==> src/pkg/ssp_pkg.sv <==
/*
 * Shared constants, enumerations and helpers for the serial port
 * supervision block. Assumes a single 125 MHz core clock.
 */
package ssp_pkg;
   localparam int unsigned CLK_PERIOD_NS = 8;
   localparam int unsigned CLK_HZ = 1_000_000_000 / CLK_PERIOD_NS;
   localparam int unsigned MS_NS = 1_000_000;
   localparam int unsigned CYC_PER_MS = MS_NS / CLK_PERIOD_NS;
   localparam int unsigned NPORT = 5;
   localparam int unsigned P_LOCAL = 0;
   localparam int unsigned P_REM1 = 1;
   localparam int unsigned P_REM2 = 2;
   localparam int unsigned P_REM3 = 3;
   localparam int unsigned P_FBUS = 4;
   localparam int unsigned HOLD_MIN_MS = 60_000;
   localparam int unsigned SEC_MS = 1_000;
   localparam int unsigned BAUD_MIN = 300;
   localparam int unsigned TMR_W = 20;
   localparam int unsigned GAP_W = 16;
   localparam int unsigned FAIL_S_W = 10;
   localparam int unsigned PW_W = 4;
   localparam int unsigned DIV_W = 20;
   localparam int unsigned CHG_W = 16;
   localparam int unsigned Q_DEPTH = 16;
   localparam int unsigned OPQ_DEPTH = 115;
   localparam int unsigned OPA_W = 7;

   typedef enum logic [2:0] {
      BAUD_300 = 3'h0, BAUD_600 = 3'h1, BAUD_1200 = 3'h2,
      BAUD_2400 = 3'h3, BAUD_4800 = 3'h4, BAUD_9600 = 3'h5,
      BAUD_19200 = 3'h6, BAUD_38400 = 3'h7
   } ssp_baud_e;
   typedef enum logic [1:0] {
      PAR_NONE = 2'h0, PAR_EVEN = 2'h1, PAR_ODD = 2'h2
   } ssp_par_e;
   typedef enum logic [2:0] {
      PR_SUBST = 3'h0, PR_DNP = 3'h1, PR_POLL = 3'h2, PR_VIO = 3'h3,
      PR_FBUS = 3'h4
   } ssp_proto_e;
   typedef enum logic [2:0] {
      RX_IDLE = 3'h0, RX_START = 3'h1, RX_DATA = 3'h2, RX_PAR = 3'h3,
      RX_STOP = 3'h4
   } ssp_rx_state_e;

   localparam ssp_baud_e BAUD_RST = BAUD_38400;
   localparam ssp_par_e PAR_RST = PAR_NONE;
   localparam logic STOP2_RST = 1'b0;

   // rates are 300 doubled per code step
   function automatic logic [DIV_W-1:0] baud_div(input ssp_baud_e b);
      int unsigned rate;
      rate = BAUD_MIN << b;
      return DIV_W'(CLK_HZ / rate);
   endfunction

   function automatic logic [TMR_W-1:0] hold_limit(input ssp_proto_e p,
         input logic [PW_W-1:0] pw_min);
      if (p == PR_SUBST)
         return TMR_W'(pw_min) * TMR_W'(HOLD_MIN_MS);
      return TMR_W'(HOLD_MIN_MS);
   endfunction
endpackage

==> src/core/ssp_uart_rx.sv <==
/*
 * Local port character receiver with inter-character gap supervision.
 * Assumes i_rxd synchronous to the core clock and a one-cycle ms tick.
 */
`timescale 1ns/1ps
module ssp_uart_rx
   import ssp_pkg::*;
(
   input wire logic i_core_clk,
   input wire logic i_resetn,
   input wire logic i_ms_tick,
   input wire logic i_rxd,
   input wire ssp_baud_e i_baud,
   input wire ssp_par_e i_parity,
   input wire logic i_two_stop,
   input wire logic [GAP_W-1:0] i_gap_ms,
   input wire logic i_msg_done,
   output logic [7:0] o_data,
   output logic o_valid,
   output logic o_par_err,
   output logic o_frame_err,
   output logic o_msg_active,
   output logic o_msg_abort
);
   ssp_rx_state_e st_q, st_d;
   logic [DIV_W-1:0] cnt_q, cnt_d, div_w;
   logic [2:0] nbit_q, nbit_d;
   logic [7:0] sh_q, sh_d;
   logic perr_q, perr_d, ferr_q, ferr_d, stop2_q, stop2_d;
   logic valid_q, valid_d;
   logic msg_q, msg_d, abort_q, abort_d;
   logic [GAP_W-1:0] gap_q, gap_d;

   assign div_w = baud_div(i_baud); // [RQ5]

   always_comb begin
      st_d = st_q;
      cnt_d = cnt_q;
      nbit_d = nbit_q;
      sh_d = sh_q;
      perr_d = perr_q;
      ferr_d = ferr_q;
      stop2_d = stop2_q;
      valid_d = 1'b0;
      if (cnt_q != '0)
         cnt_d = cnt_q - 1'b1;
      unique case (st_q)
         RX_IDLE: if (!i_rxd) begin
            st_d = RX_START;
            cnt_d = div_w >> 1;
            perr_d = 1'b0;
            ferr_d = 1'b0;
            stop2_d = 1'b0;
         end
         RX_START: if (cnt_q == '0) begin
            if (!i_rxd) begin
               st_d = RX_DATA;
               cnt_d = div_w - 1'b1;
               nbit_d = '0;
            end else begin
               st_d = RX_IDLE;
            end
         end
         RX_DATA: if (cnt_q == '0) begin
            sh_d = {i_rxd, sh_q[7:1]};
            cnt_d = div_w - 1'b1;
            nbit_d = nbit_q + 1'b1;
            if (nbit_q == 3'h7)
               st_d = (i_parity == PAR_NONE) ? RX_STOP : RX_PAR; // [RQ7]
         end
         RX_PAR: if (cnt_q == '0) begin
            perr_d = ((^sh_q) ^ i_rxd) != (i_parity == PAR_ODD); // [RQ7]
            cnt_d = div_w - 1'b1;
            st_d = RX_STOP;
         end
         RX_STOP: if (cnt_q == '0) begin
            if (!i_rxd)
               ferr_d = 1'b1;
            if (i_two_stop && !stop2_q) begin // [RQ6]
               stop2_d = 1'b1;
               cnt_d = div_w - 1'b1;
            end else begin
               st_d = RX_IDLE;
               valid_d = 1'b1;
            end
         end
         default: st_d = RX_IDLE;
      endcase
   end

   always_ff @(posedge i_core_clk or negedge i_resetn) begin
      if (!i_resetn) begin
         st_q <= RX_IDLE;
         cnt_q <= '0;
         nbit_q <= '0;
         sh_q <= '0;
         perr_q <= 1'b0;
         ferr_q <= 1'b0;
         stop2_q <= 1'b0;
         valid_q <= 1'b0;
      end else begin
         st_q <= st_d;
         cnt_q <= cnt_d;
         nbit_q <= nbit_d;
         sh_q <= sh_d;
         perr_q <= perr_d;
         ferr_q <= ferr_d;
         stop2_q <= stop2_d;
         valid_q <= valid_d;
      end
   end

   // gap timer runs from the end of each character while a message is open
   always_comb begin
      msg_d = msg_q;
      gap_d = gap_q;
      abort_d = 1'b0;
      if (valid_q) begin
         msg_d = 1'b1;
         gap_d = '0;
      end else if (i_msg_done) begin
         msg_d = 1'b0;
         gap_d = '0;
      end else if (msg_q && gap_q > i_gap_ms) begin // [RQ8]
         msg_d = 1'b0;
         abort_d = 1'b1;
         gap_d = '0;
      end else if (msg_q && i_ms_tick && gap_q != '1) begin
         gap_d = gap_q + 1'b1;
      end
   end

   always_ff @(posedge i_core_clk or negedge i_resetn) begin
      if (!i_resetn) begin
         msg_q <= 1'b0;
         gap_q <= '0;
         abort_q <= 1'b0;
      end else begin
         msg_q <= msg_d;
         gap_q <= gap_d;
         abort_q <= abort_d;
      end
   end

   assign o_data = sh_q;
   assign o_valid = valid_q;
   assign o_par_err = perr_q;
   assign o_frame_err = ferr_q;
   assign o_msg_active = msg_q;
   assign o_msg_abort = abort_q;
endmodule

==> src/core/ssp_top.sv <==
/*
 * Serial port supervision: local receiver, activity codes, inactivity
 * alarms, per-port change queues and operator copy.
 * Assumes all inputs synchronous to i_core_clk; settings are levels.
 */
`timescale 1ns/1ps
//
// Overview of operation
// RQ1: each serial port with traffic lights its own activity code.
// RQ2: substation-control ports hold the code for the password timeout.
// RQ3: other protocols and the field bus hold the code one minute.
// RQ4: per-port inactivity timer raises failure alarm and event.
// RQ5: local baud rate selectable 300 to 38400, 38400 after reset.
// RQ6: local frame selects one or two stop bits.
// RQ7: local parity even, odd or none, none after reset.
// RQ8: inter-character gap beyond setting cancels the message in progress.
// RQ9: failure time settable 0 to 600 seconds between messages.
// RQ10: all ports work concurrently and independently.
// RQ11: each port has its own change queue; draining one spares others.
// RQ12: operator copy of selected changes, up to 115 records.
// RQ13: operator copy is read newest change first.
// RQ14: register-polling ports report present values, keep no history.
// RQ15: local port always runs substation control; remotes configured.
// RQ16: valid message restarts timer, clears alarm, emits recovery event.
module ssp_top
   import ssp_pkg::*;
#(
   parameter int unsigned CYC_MS = CYC_PER_MS
)(
   input wire logic i_core_clk,
   input wire logic i_resetn,
   input wire logic i_cfg_load,
   input wire ssp_baud_e i_local_baud,
   input wire ssp_par_e i_local_parity,
   input wire logic i_local_two_stop,
   input wire logic [GAP_W-1:0] i_char_gap_ms,
   input wire logic i_local_rxd,
   input wire logic i_local_msg_done,
   input wire ssp_proto_e i_remote1_proto,
   input wire ssp_proto_e i_remote2_proto,
   input wire ssp_proto_e i_remote3_proto,
   input wire logic [PW_W-1:0] i_pw_timeout_min,
   input wire logic [NPORT-1:0][FAIL_S_W-1:0] i_fail_time_s,
   input wire logic [NPORT-1:0] i_port_act,
   input wire logic [NPORT-1:0] i_port_msg_ok,
   input wire logic i_chg_valid,
   input wire logic [CHG_W-1:0] i_chg_data,
   input wire logic i_chg_display,
   input wire logic [NPORT-1:0] i_q_pop,
   input wire logic [CHG_W-1:0] i_sig_value,
   input wire logic [OPA_W-1:0] i_op_rd_idx,
   input wire logic i_op_clear,
   output logic [7:0] o_rx_data,
   output logic o_rx_valid,
   output logic o_rx_par_err,
   output logic o_rx_frame_err,
   output logic o_msg_abort,
   output logic o_local_activity_code,
   output logic o_remote1_activity_code,
   output logic o_remote2_activity_code,
   output logic o_remote3_activity_code,
   output logic o_fieldbus_activity_code,
   output logic [NPORT-1:0] o_comm_fail,
   output logic [NPORT-1:0] o_fail_event,
   output logic [NPORT-1:0] o_recover_event,
   output logic [NPORT-1:0][CHG_W-1:0] o_q_data,
   output logic [NPORT-1:0] o_q_empty,
   output logic [CHG_W-1:0] o_poll_value,
   output logic [CHG_W-1:0] o_op_data,
   output logic [OPA_W-1:0] o_op_count
);
   localparam int unsigned TICK_W = (CYC_MS > 1) ? $clog2(CYC_MS) : 1;
   localparam int unsigned QA_W = $clog2(Q_DEPTH);

   logic [TICK_W-1:0] tick_cnt_q, tick_cnt_d;
   logic ms_tick_q, ms_tick_d;
   ssp_baud_e baud_q, baud_d;
   ssp_par_e par_q, par_d;
   logic stop2_q, stop2_d;
   logic rx_valid, msg_active;
   logic [NPORT-1:0] act_w, msg_ok_w;
   ssp_proto_e proto_w [NPORT];
   logic [TMR_W-1:0] hold_q [NPORT];
   logic [TMR_W-1:0] hold_d [NPORT];
   logic [TMR_W-1:0] fcnt_q [NPORT];
   logic [TMR_W-1:0] fcnt_d [NPORT];
   logic [TMR_W-1:0] fail_lim;
   logic [NPORT-1:0] code_q, code_d, fail_q, fail_d;
   logic [NPORT-1:0] fev_q, fev_d, rev_q, rev_d;
   logic [CHG_W-1:0] q_mem [NPORT][Q_DEPTH];
   logic [QA_W:0] wp_q [NPORT];
   logic [QA_W:0] wp_d [NPORT];
   logic [QA_W:0] rp_q [NPORT];
   logic [QA_W:0] rp_d [NPORT];
   logic [NPORT-1:0] q_we;
   logic [CHG_W-1:0] op_mem [OPQ_DEPTH];
   logic [OPA_W-1:0] op_wp_q, op_wp_d, op_cnt_q, op_cnt_d;
   logic [OPA_W:0] op_addr;
   logic op_we;
   logic [CHG_W-1:0] op_data_q, op_data_d, poll_q;

   function automatic logic [QA_W:0] q_count(input logic [QA_W:0] w,
         input logic [QA_W:0] r);
      return w - r;
   endfunction

   always_comb begin
      tick_cnt_d = tick_cnt_q + 1'b1;
      ms_tick_d = 1'b0;
      if (tick_cnt_q == TICK_W'(CYC_MS - 1)) begin
         tick_cnt_d = '0;
         ms_tick_d = 1'b1;
      end
      baud_d = baud_q;
      par_d = par_q;
      stop2_d = stop2_q;
      if (i_cfg_load) begin
         baud_d = i_local_baud; // [RQ5]
         par_d = i_local_parity; // [RQ7]
         stop2_d = i_local_two_stop; // [RQ6]
      end
   end

   always_ff @(posedge i_core_clk or negedge i_resetn) begin
      if (!i_resetn) begin
         tick_cnt_q <= '0;
         ms_tick_q <= 1'b0;
         baud_q <= BAUD_RST; // [RQ5]
         par_q <= PAR_RST; // [RQ7]
         stop2_q <= STOP2_RST;
      end else begin
         tick_cnt_q <= tick_cnt_d;
         ms_tick_q <= ms_tick_d;
         baud_q <= baud_d;
         par_q <= par_d;
         stop2_q <= stop2_d;
      end
   end

   ssp_uart_rx u_rx (
      .i_core_clk(i_core_clk),
      .i_resetn(i_resetn),
      .i_ms_tick(ms_tick_q),
      .i_rxd(i_local_rxd),
      .i_baud(baud_q),
      .i_parity(par_q),
      .i_two_stop(stop2_q),
      .i_gap_ms(i_char_gap_ms),
      .i_msg_done(i_local_msg_done),
      .o_data(o_rx_data),
      .o_valid(rx_valid),
      .o_par_err(o_rx_par_err),
      .o_frame_err(o_rx_frame_err),
      .o_msg_active(msg_active),
      .o_msg_abort(o_msg_abort)
   );

   assign o_rx_valid = rx_valid;
   assign act_w = i_port_act | NPORT'(rx_valid);
   assign msg_ok_w = i_port_msg_ok | NPORT'(i_local_msg_done & msg_active);

   always_comb begin
      proto_w[P_LOCAL] = PR_SUBST; // [RQ15]
      proto_w[P_REM1] = i_remote1_proto;
      proto_w[P_REM2] = i_remote2_proto;
      proto_w[P_REM3] = i_remote3_proto;
      proto_w[P_FBUS] = PR_FBUS;
   end

   // one independent timer set per port [RQ10]
   always_comb begin
      fail_lim = '0;
      for (int p = 0; p < NPORT; p++) begin
         hold_d[p] = hold_q[p];
         fcnt_d[p] = fcnt_q[p];
         fail_d[p] = fail_q[p];
         fev_d[p] = 1'b0;
         rev_d[p] = 1'b0;
         if (act_w[p])
            hold_d[p] = hold_limit(proto_w[p], i_pw_timeout_min); // [RQ2] [RQ3]
         else if (ms_tick_q && hold_q[p] != '0)
            hold_d[p] = hold_q[p] - 1'b1;
         code_d[p] = hold_d[p] != '0; // [RQ1]
         fail_lim = TMR_W'(i_fail_time_s[p]) * TMR_W'(SEC_MS); // [RQ9]
         if (msg_ok_w[p]) begin
            fcnt_d[p] = '0; // [RQ16]
            if (fail_q[p]) begin
               fail_d[p] = 1'b0;
               rev_d[p] = 1'b1;
            end
         end else if (ms_tick_q && fail_lim != '0 && !fail_q[p]) begin
            fcnt_d[p] = fcnt_q[p] + 1'b1;
            if (TMR_W'(fcnt_q[p] + 1'b1) >= fail_lim) begin // [RQ4]
               fail_d[p] = 1'b1;
               fev_d[p] = 1'b1;
            end
         end
      end
   end

   always_ff @(posedge i_core_clk or negedge i_resetn) begin
      if (!i_resetn) begin
         for (int p = 0; p < NPORT; p++) begin
            hold_q[p] <= '0;
            fcnt_q[p] <= '0;
         end
         code_q <= '0;
         fail_q <= '0;
         fev_q <= '0;
         rev_q <= '0;
      end else begin
         for (int p = 0; p < NPORT; p++) begin
            hold_q[p] <= hold_d[p];
            fcnt_q[p] <= fcnt_d[p];
         end
         code_q <= code_d;
         fail_q <= fail_d;
         fev_q <= fev_d;
         rev_q <= rev_d;
      end
   end

   assign o_local_activity_code = code_q[P_LOCAL];
   assign o_remote1_activity_code = code_q[P_REM1];
   assign o_remote2_activity_code = code_q[P_REM2];
   assign o_remote3_activity_code = code_q[P_REM3];
   assign o_fieldbus_activity_code = code_q[P_FBUS];
   assign o_comm_fail = fail_q;
   assign o_fail_event = fev_q;
   assign o_recover_event = rev_q;

   // per-port change queues; polling ports keep no history
   always_comb begin
      for (int p = 0; p < NPORT; p++) begin
         wp_d[p] = wp_q[p];
         rp_d[p] = rp_q[p];
         q_we[p] = 1'b0;
         if (i_chg_valid && proto_w[p] != PR_POLL && // [RQ14]
               q_count(wp_q[p], rp_q[p]) != (QA_W+1)'(Q_DEPTH)) begin
            q_we[p] = 1'b1; // [RQ11]
            wp_d[p] = wp_q[p] + 1'b1;
         end
         if (i_q_pop[p] && q_count(wp_q[p], rp_q[p]) != '0)
            rp_d[p] = rp_q[p] + 1'b1; // [RQ11]
         o_q_data[p] = q_mem[p][rp_q[p][QA_W-1:0]];
         o_q_empty[p] = q_count(wp_q[p], rp_q[p]) == '0;
      end
   end

   always_ff @(posedge i_core_clk or negedge i_resetn) begin
      if (!i_resetn) begin
         for (int p = 0; p < NPORT; p++) begin
            wp_q[p] <= '0;
            rp_q[p] <= '0;
         end
      end else begin
         for (int p = 0; p < NPORT; p++) begin
            wp_q[p] <= wp_d[p];
            rp_q[p] <= rp_d[p];
         end
      end
   end

   always_ff @(posedge i_core_clk) begin
      for (int p = 0; p < NPORT; p++)
         if (q_we[p])
            q_mem[p][wp_q[p][QA_W-1:0]] <= i_chg_data;
      if (op_we)
         op_mem[op_wp_q] <= i_chg_data;
   end

   // operator copy ring, index 0 is the newest record
   always_comb begin
      op_wp_d = op_wp_q;
      op_cnt_d = op_cnt_q;
      op_we = 1'b0;
      if (i_op_clear) begin
         op_cnt_d = '0;
      end else if (i_chg_valid && i_chg_display) begin
         op_we = 1'b1; // [RQ12]
         op_wp_d = (op_wp_q == OPA_W'(OPQ_DEPTH - 1)) ? '0 : op_wp_q + 1'b1;
         if (op_cnt_q != OPA_W'(OPQ_DEPTH))
            op_cnt_d = op_cnt_q + 1'b1;
      end
      op_addr = {1'b0, op_wp_q} + (OPA_W+1)'(OPQ_DEPTH - 1) -
         {1'b0, i_op_rd_idx}; // [RQ13]
      if (op_addr >= (OPA_W+1)'(OPQ_DEPTH))
         op_addr = op_addr - (OPA_W+1)'(OPQ_DEPTH);
      op_data_d = '0;
      if (i_op_rd_idx < op_cnt_q)
         op_data_d = op_mem[op_addr[OPA_W-1:0]];
   end

   always_ff @(posedge i_core_clk or negedge i_resetn) begin
      if (!i_resetn) begin
         op_wp_q <= '0;
         op_cnt_q <= '0;
         op_data_q <= '0;
         poll_q <= '0;
      end else begin
         op_wp_q <= op_wp_d;
         op_cnt_q <= op_cnt_d;
         op_data_q <= op_data_d;
         poll_q <= i_sig_value; // [RQ14]
      end
   end

   assign o_op_data = op_data_q;
   assign o_op_count = op_cnt_q;
   assign o_poll_value = poll_q;
endmodule

==> config.mk <==
export PLATFORM = sky130hd
export DESIGN_NAME = ssp_top
export DESIGN_NICKNAME = d
export VERILOG_FILES = /design/src/pkg/ssp_pkg.sv /design/src/core/ssp_uart_rx.sv /design/src/core/ssp_top.sv
export SDC_FILE = /design/constraint.sdc
export NUM_CORES = 2
export LEC_CHECK = 0
export BUFFER_PORTS_ARGS = -buffer_cell sky130_fd_sc_hd__buf_2
export CAP_MARGIN = 15
export CORE_UTILIZATION = 55
export CTS_CLUSTER_DIAMETER = 80
export DETAILED_ROUTE_END_ITERATION = 8
export PLACE_DENSITY = 0.71
export SYNTH_ARGS = -nofsm -noshare
export SYNTH_HDL_FRONTEND = slang
export SYNTH_HIERARCHICAL = 1
export SYNTH_SLANG_ARGS = --single-unit
==> constraint.sdc <==
create_clock -name i_core_clk -period 148.7 [get_ports i_core_clk]
set_input_delay 14.87 -clock i_core_clk [delete_from_list [all_inputs] [get_ports i_core_clk]]
set_output_delay 14.87 -clock i_core_clk [all_outputs]
set_load 0.1 [all_outputs]
==> impl_metrics.tcl <==
set metrics [dict create \
    status "finished, final reports clean" \
    portBuffers 302 \
    avgSynthCellArea_sq_um 12.9 \
    endpoint_kind "register" \
    clkLatencyLatePin_ps 970 \
    regArea_sq_mm 0.104 \
    setup_tns_ps 0 \
    ctsRootBufferMaster "clkbuf_16" \
    path_clk_slew_ps 60 \
    final_common_cell "edfxtp_1" \
    min_path_type "register to register" \
    path_max_fanout 30 \
    initial_core_util 0.554 \
    routabilityCongestion 0.925 \
    critPathMaxStageDelay_ps 820 \
    synthFlopType "edfxtp_1" \
    fp.dieW_um 574 \
    reg2reg_depth 306 \
    crit_path_frequent_cell "a21oi_1" \
    setup_viol 0 \
    fin_crit_sh 0.494 \
    drive_gt1_frac 0.136 \
    worst_r2r_endpoint "u_rx/cnt_q[16]" \
    layout.nets 15408 \
    tightest_slew_ps 1370 \
    wirelength_um 477000 \
    drc 0 \
    ios 303 \
    slew_headroom 0.0876 \
    grt_pass1_vias 115846 \
    crit_path_end "u_rx/cnt_q[16]" \
    clock-sinks 3516 \
    area_growth_pct 10.8 \
    critPathArrivalTime_ps 74170 \
    min_period_ps 73420 \
    numCtsBuffers 363 \
    holdBufCountCts 0 \
    clk_path_buf_depth 4 \
    synth_cell_types 147 \
    postCtsSetupBuffers 0 \
    syn_nets 14992 \
    timing.fmax_ghz 0.0136 \
    cts_tree "yes" \
    via_count 120448 \
    ys_seq_area_frac 0.575 \
    antenna_found_initial 19 \
    clock_skew_ps 68.8 \
    cts-resized-gates 0 \
    placementRows 209 \
    startpoint_type "register" \
    required_ps 149450 \
    fillCellCount 24612 \
    grt_start_max_net_pins 153 \
    ys_ff_latch 3516 \
    grt_pass1_wl_um 716000 \
    r2r_start "baud_q[1]" \
    netlist_instances 13969 \
    r2r_setup_slack_ps 75280 \
    multiInputGateArea_sq_mm 0.0725 \
    async_flop_share 0.113 \
    finalHoldViolations 0 \
    place_hpwl_um 301000 \
    ant_nets 0 \
    drt_iter0_drc 12491 \
    min_from "wp_q[4]" \
    netlist_area_sq_mm 0.180 \
    yosys_warnings 6 \
    max_cap_violations 0 \
    wl_per_cell_um 25.1 \
    rsz0062_at_grt "no" \
    viasPerCell 6.33 \
    htree_levels 5 \
    coreArea_sq_mm 0.325 \
    grt.total_usage 0.284 \
    drv_slew 0 \
    layout_common_cells "edfxtp_1 (3120), nand2_1 (1583), nor2_1 (849), ha_1 (720), a21oi_1 (621)" \
    die-area_sq_mm 0.330 \
    die_h_um 574 \
    grt_overflow 0 \
    cp-startpoint "baud_q[1]" \
    slowest_stage "dfstp_2" \
    synth-edff-count 3120 \
    crit_type "register to register" \
    drt_pass1_iterations 8 \
]
how the worst min path moves through the flow:
stage                   end  slack [ps]  depth (start not counted)
5_1_grt            rp_q[14]         510                          1
3_3_place_gp   u_rx/stop2_q         470                          2
6_report            wp_q[4]         480                          1
3_5_place_dp        wp_q[4]         480                          1
2_1_floorplan  u_rx/stop2_q         450                          2
4_1_cts             wp_q[4]         490                          1
synthesized netlist by cell type, drive strengths merged, types with 28 or more instances:
master  count  area share
a32oi      32      0.0016
o21ai     458       0.013
and3      182      0.0063
o21a      115      0.0048
nand3     385       0.011
mux2i     584       0.033
xor2      319       0.016
nor2b      81      0.0028
a21oi     625       0.017
xnor2     350       0.017
edfxtp   3120        0.52
clkbuf    354      0.0074
nor4      100      0.0038
a221oi     63      0.0031
or2        64      0.0022
o22ai      64      0.0023
o31ai      76      0.0033
dfrtp     393       0.055
a211oi     89      0.0039
ha        720       0.050
buf       249      0.0068
or4        43      0.0019
mux4      482       0.060
a22oi      89      0.0038
inv       491       0.010
or3        83      0.0029
mux2       79      0.0050
nor2      876       0.018
a31oi     285       0.010
nand4     141      0.0050
a21o      208      0.0087
o211ai     60      0.0026
fa        156       0.017
nor3      233      0.0068
and2       61      0.0021
o21bai     28      0.0012
nand2    1584       0.033
nand2b    124      0.0043
critical path: cells and delay by family, from the launching register on:
kind | cells | cell delay [ps]
AOI/OAI and AO/OA | 137 | 30110
xor gates and xnor gates | 3 | 400
adders and majority gates | 29 | 9970
buffers and inverters | 17 | 3790
DFF | 1 | 820
muxes | 8 | 2980
and+or+nand+nor | 112 | 24960
kinds of logic (layout without fill, tap and decap cells):
group                      after synthesis  count (layout)  share of synthesized area
and+or+nand+nor                       4069            4069                      0.106
DFF                                   3516            3516                      0.575
AOI/OAI and AO/OA                     2594            2594                     0.0965
muxes                                 1145            1145                     0.0977
buffers and inverters                 1099            1818                     0.0245
adders and majority gates              876             876                     0.0673
xor gates and xnor gates               669             669                     0.0326
other                                    1               9                  0.0000208
per-layer routing:
layer / vias up / routed length [um] / track usage
met2: 5505 / 223000 / 0.457
met5: - / 103 / 0
met1: 59998 / 197000 / 0.395
li1: 54071 / - / -
met4: 16 / 15400 / 0.0844
met3: 858 / 42500 / 0.0507
flip-flops by register name, summed over array words and instances, names as in the netlist, 2 cells and up:
name             flops
baud_q               3
o_op_data           16
o_fail_event         5
o_poll_value        16
q_mem             1280
u_rx/gap_q          16
op_mem            1840
op_wp_q              7
o_op_count           7
o_comm_fail          5
u_rx/cnt_q          20
u_rx/st_q            3
code_q               5
u_rx/nbit_q          3
tick_cnt_q          17
fcnt_q             100
u_rx/o_data          8
wp_q                25
rp_q                25
hold_q             100
o_recover_event      5
par_q                2
metrics by stage:
| stage | area (sq um) | std cells | setup WS (ps) | hold WS (ps) | util |
|---|---|---|---|---|---|
| after global routing | 200000 | 19017 | 69310 | 507 | 0.614 |
| after CTS | 200000 | 19013 | 76970 | 486 | 0.614 |
| final | 200000 | 19021 | 75280 | 482 | 0.614 |
| after floorplan | 180000 | 13969 | 82340 | 454 | - |
| after detailed placement | 188000 | 18345 | 77170 | 477 | 0.578 |
| after global placement | 188000 | 18345 | 78620 | 467 | 0.578 |
cell type report:
class,instances,share of cell area
inverters,496,0.00932
clock inverters,200,0.0109
clock buffers,468,0.0485
repair buffers,654,0.0220
diodes,8,0.000100
multi-input cells,9354,0.363
well taps,4325,0.0271
flip-flops and latches,3516,0.519
Power is not shown: default switching activity piles up to over one toggle a cycle in this logic, so the estimate is an artifact.
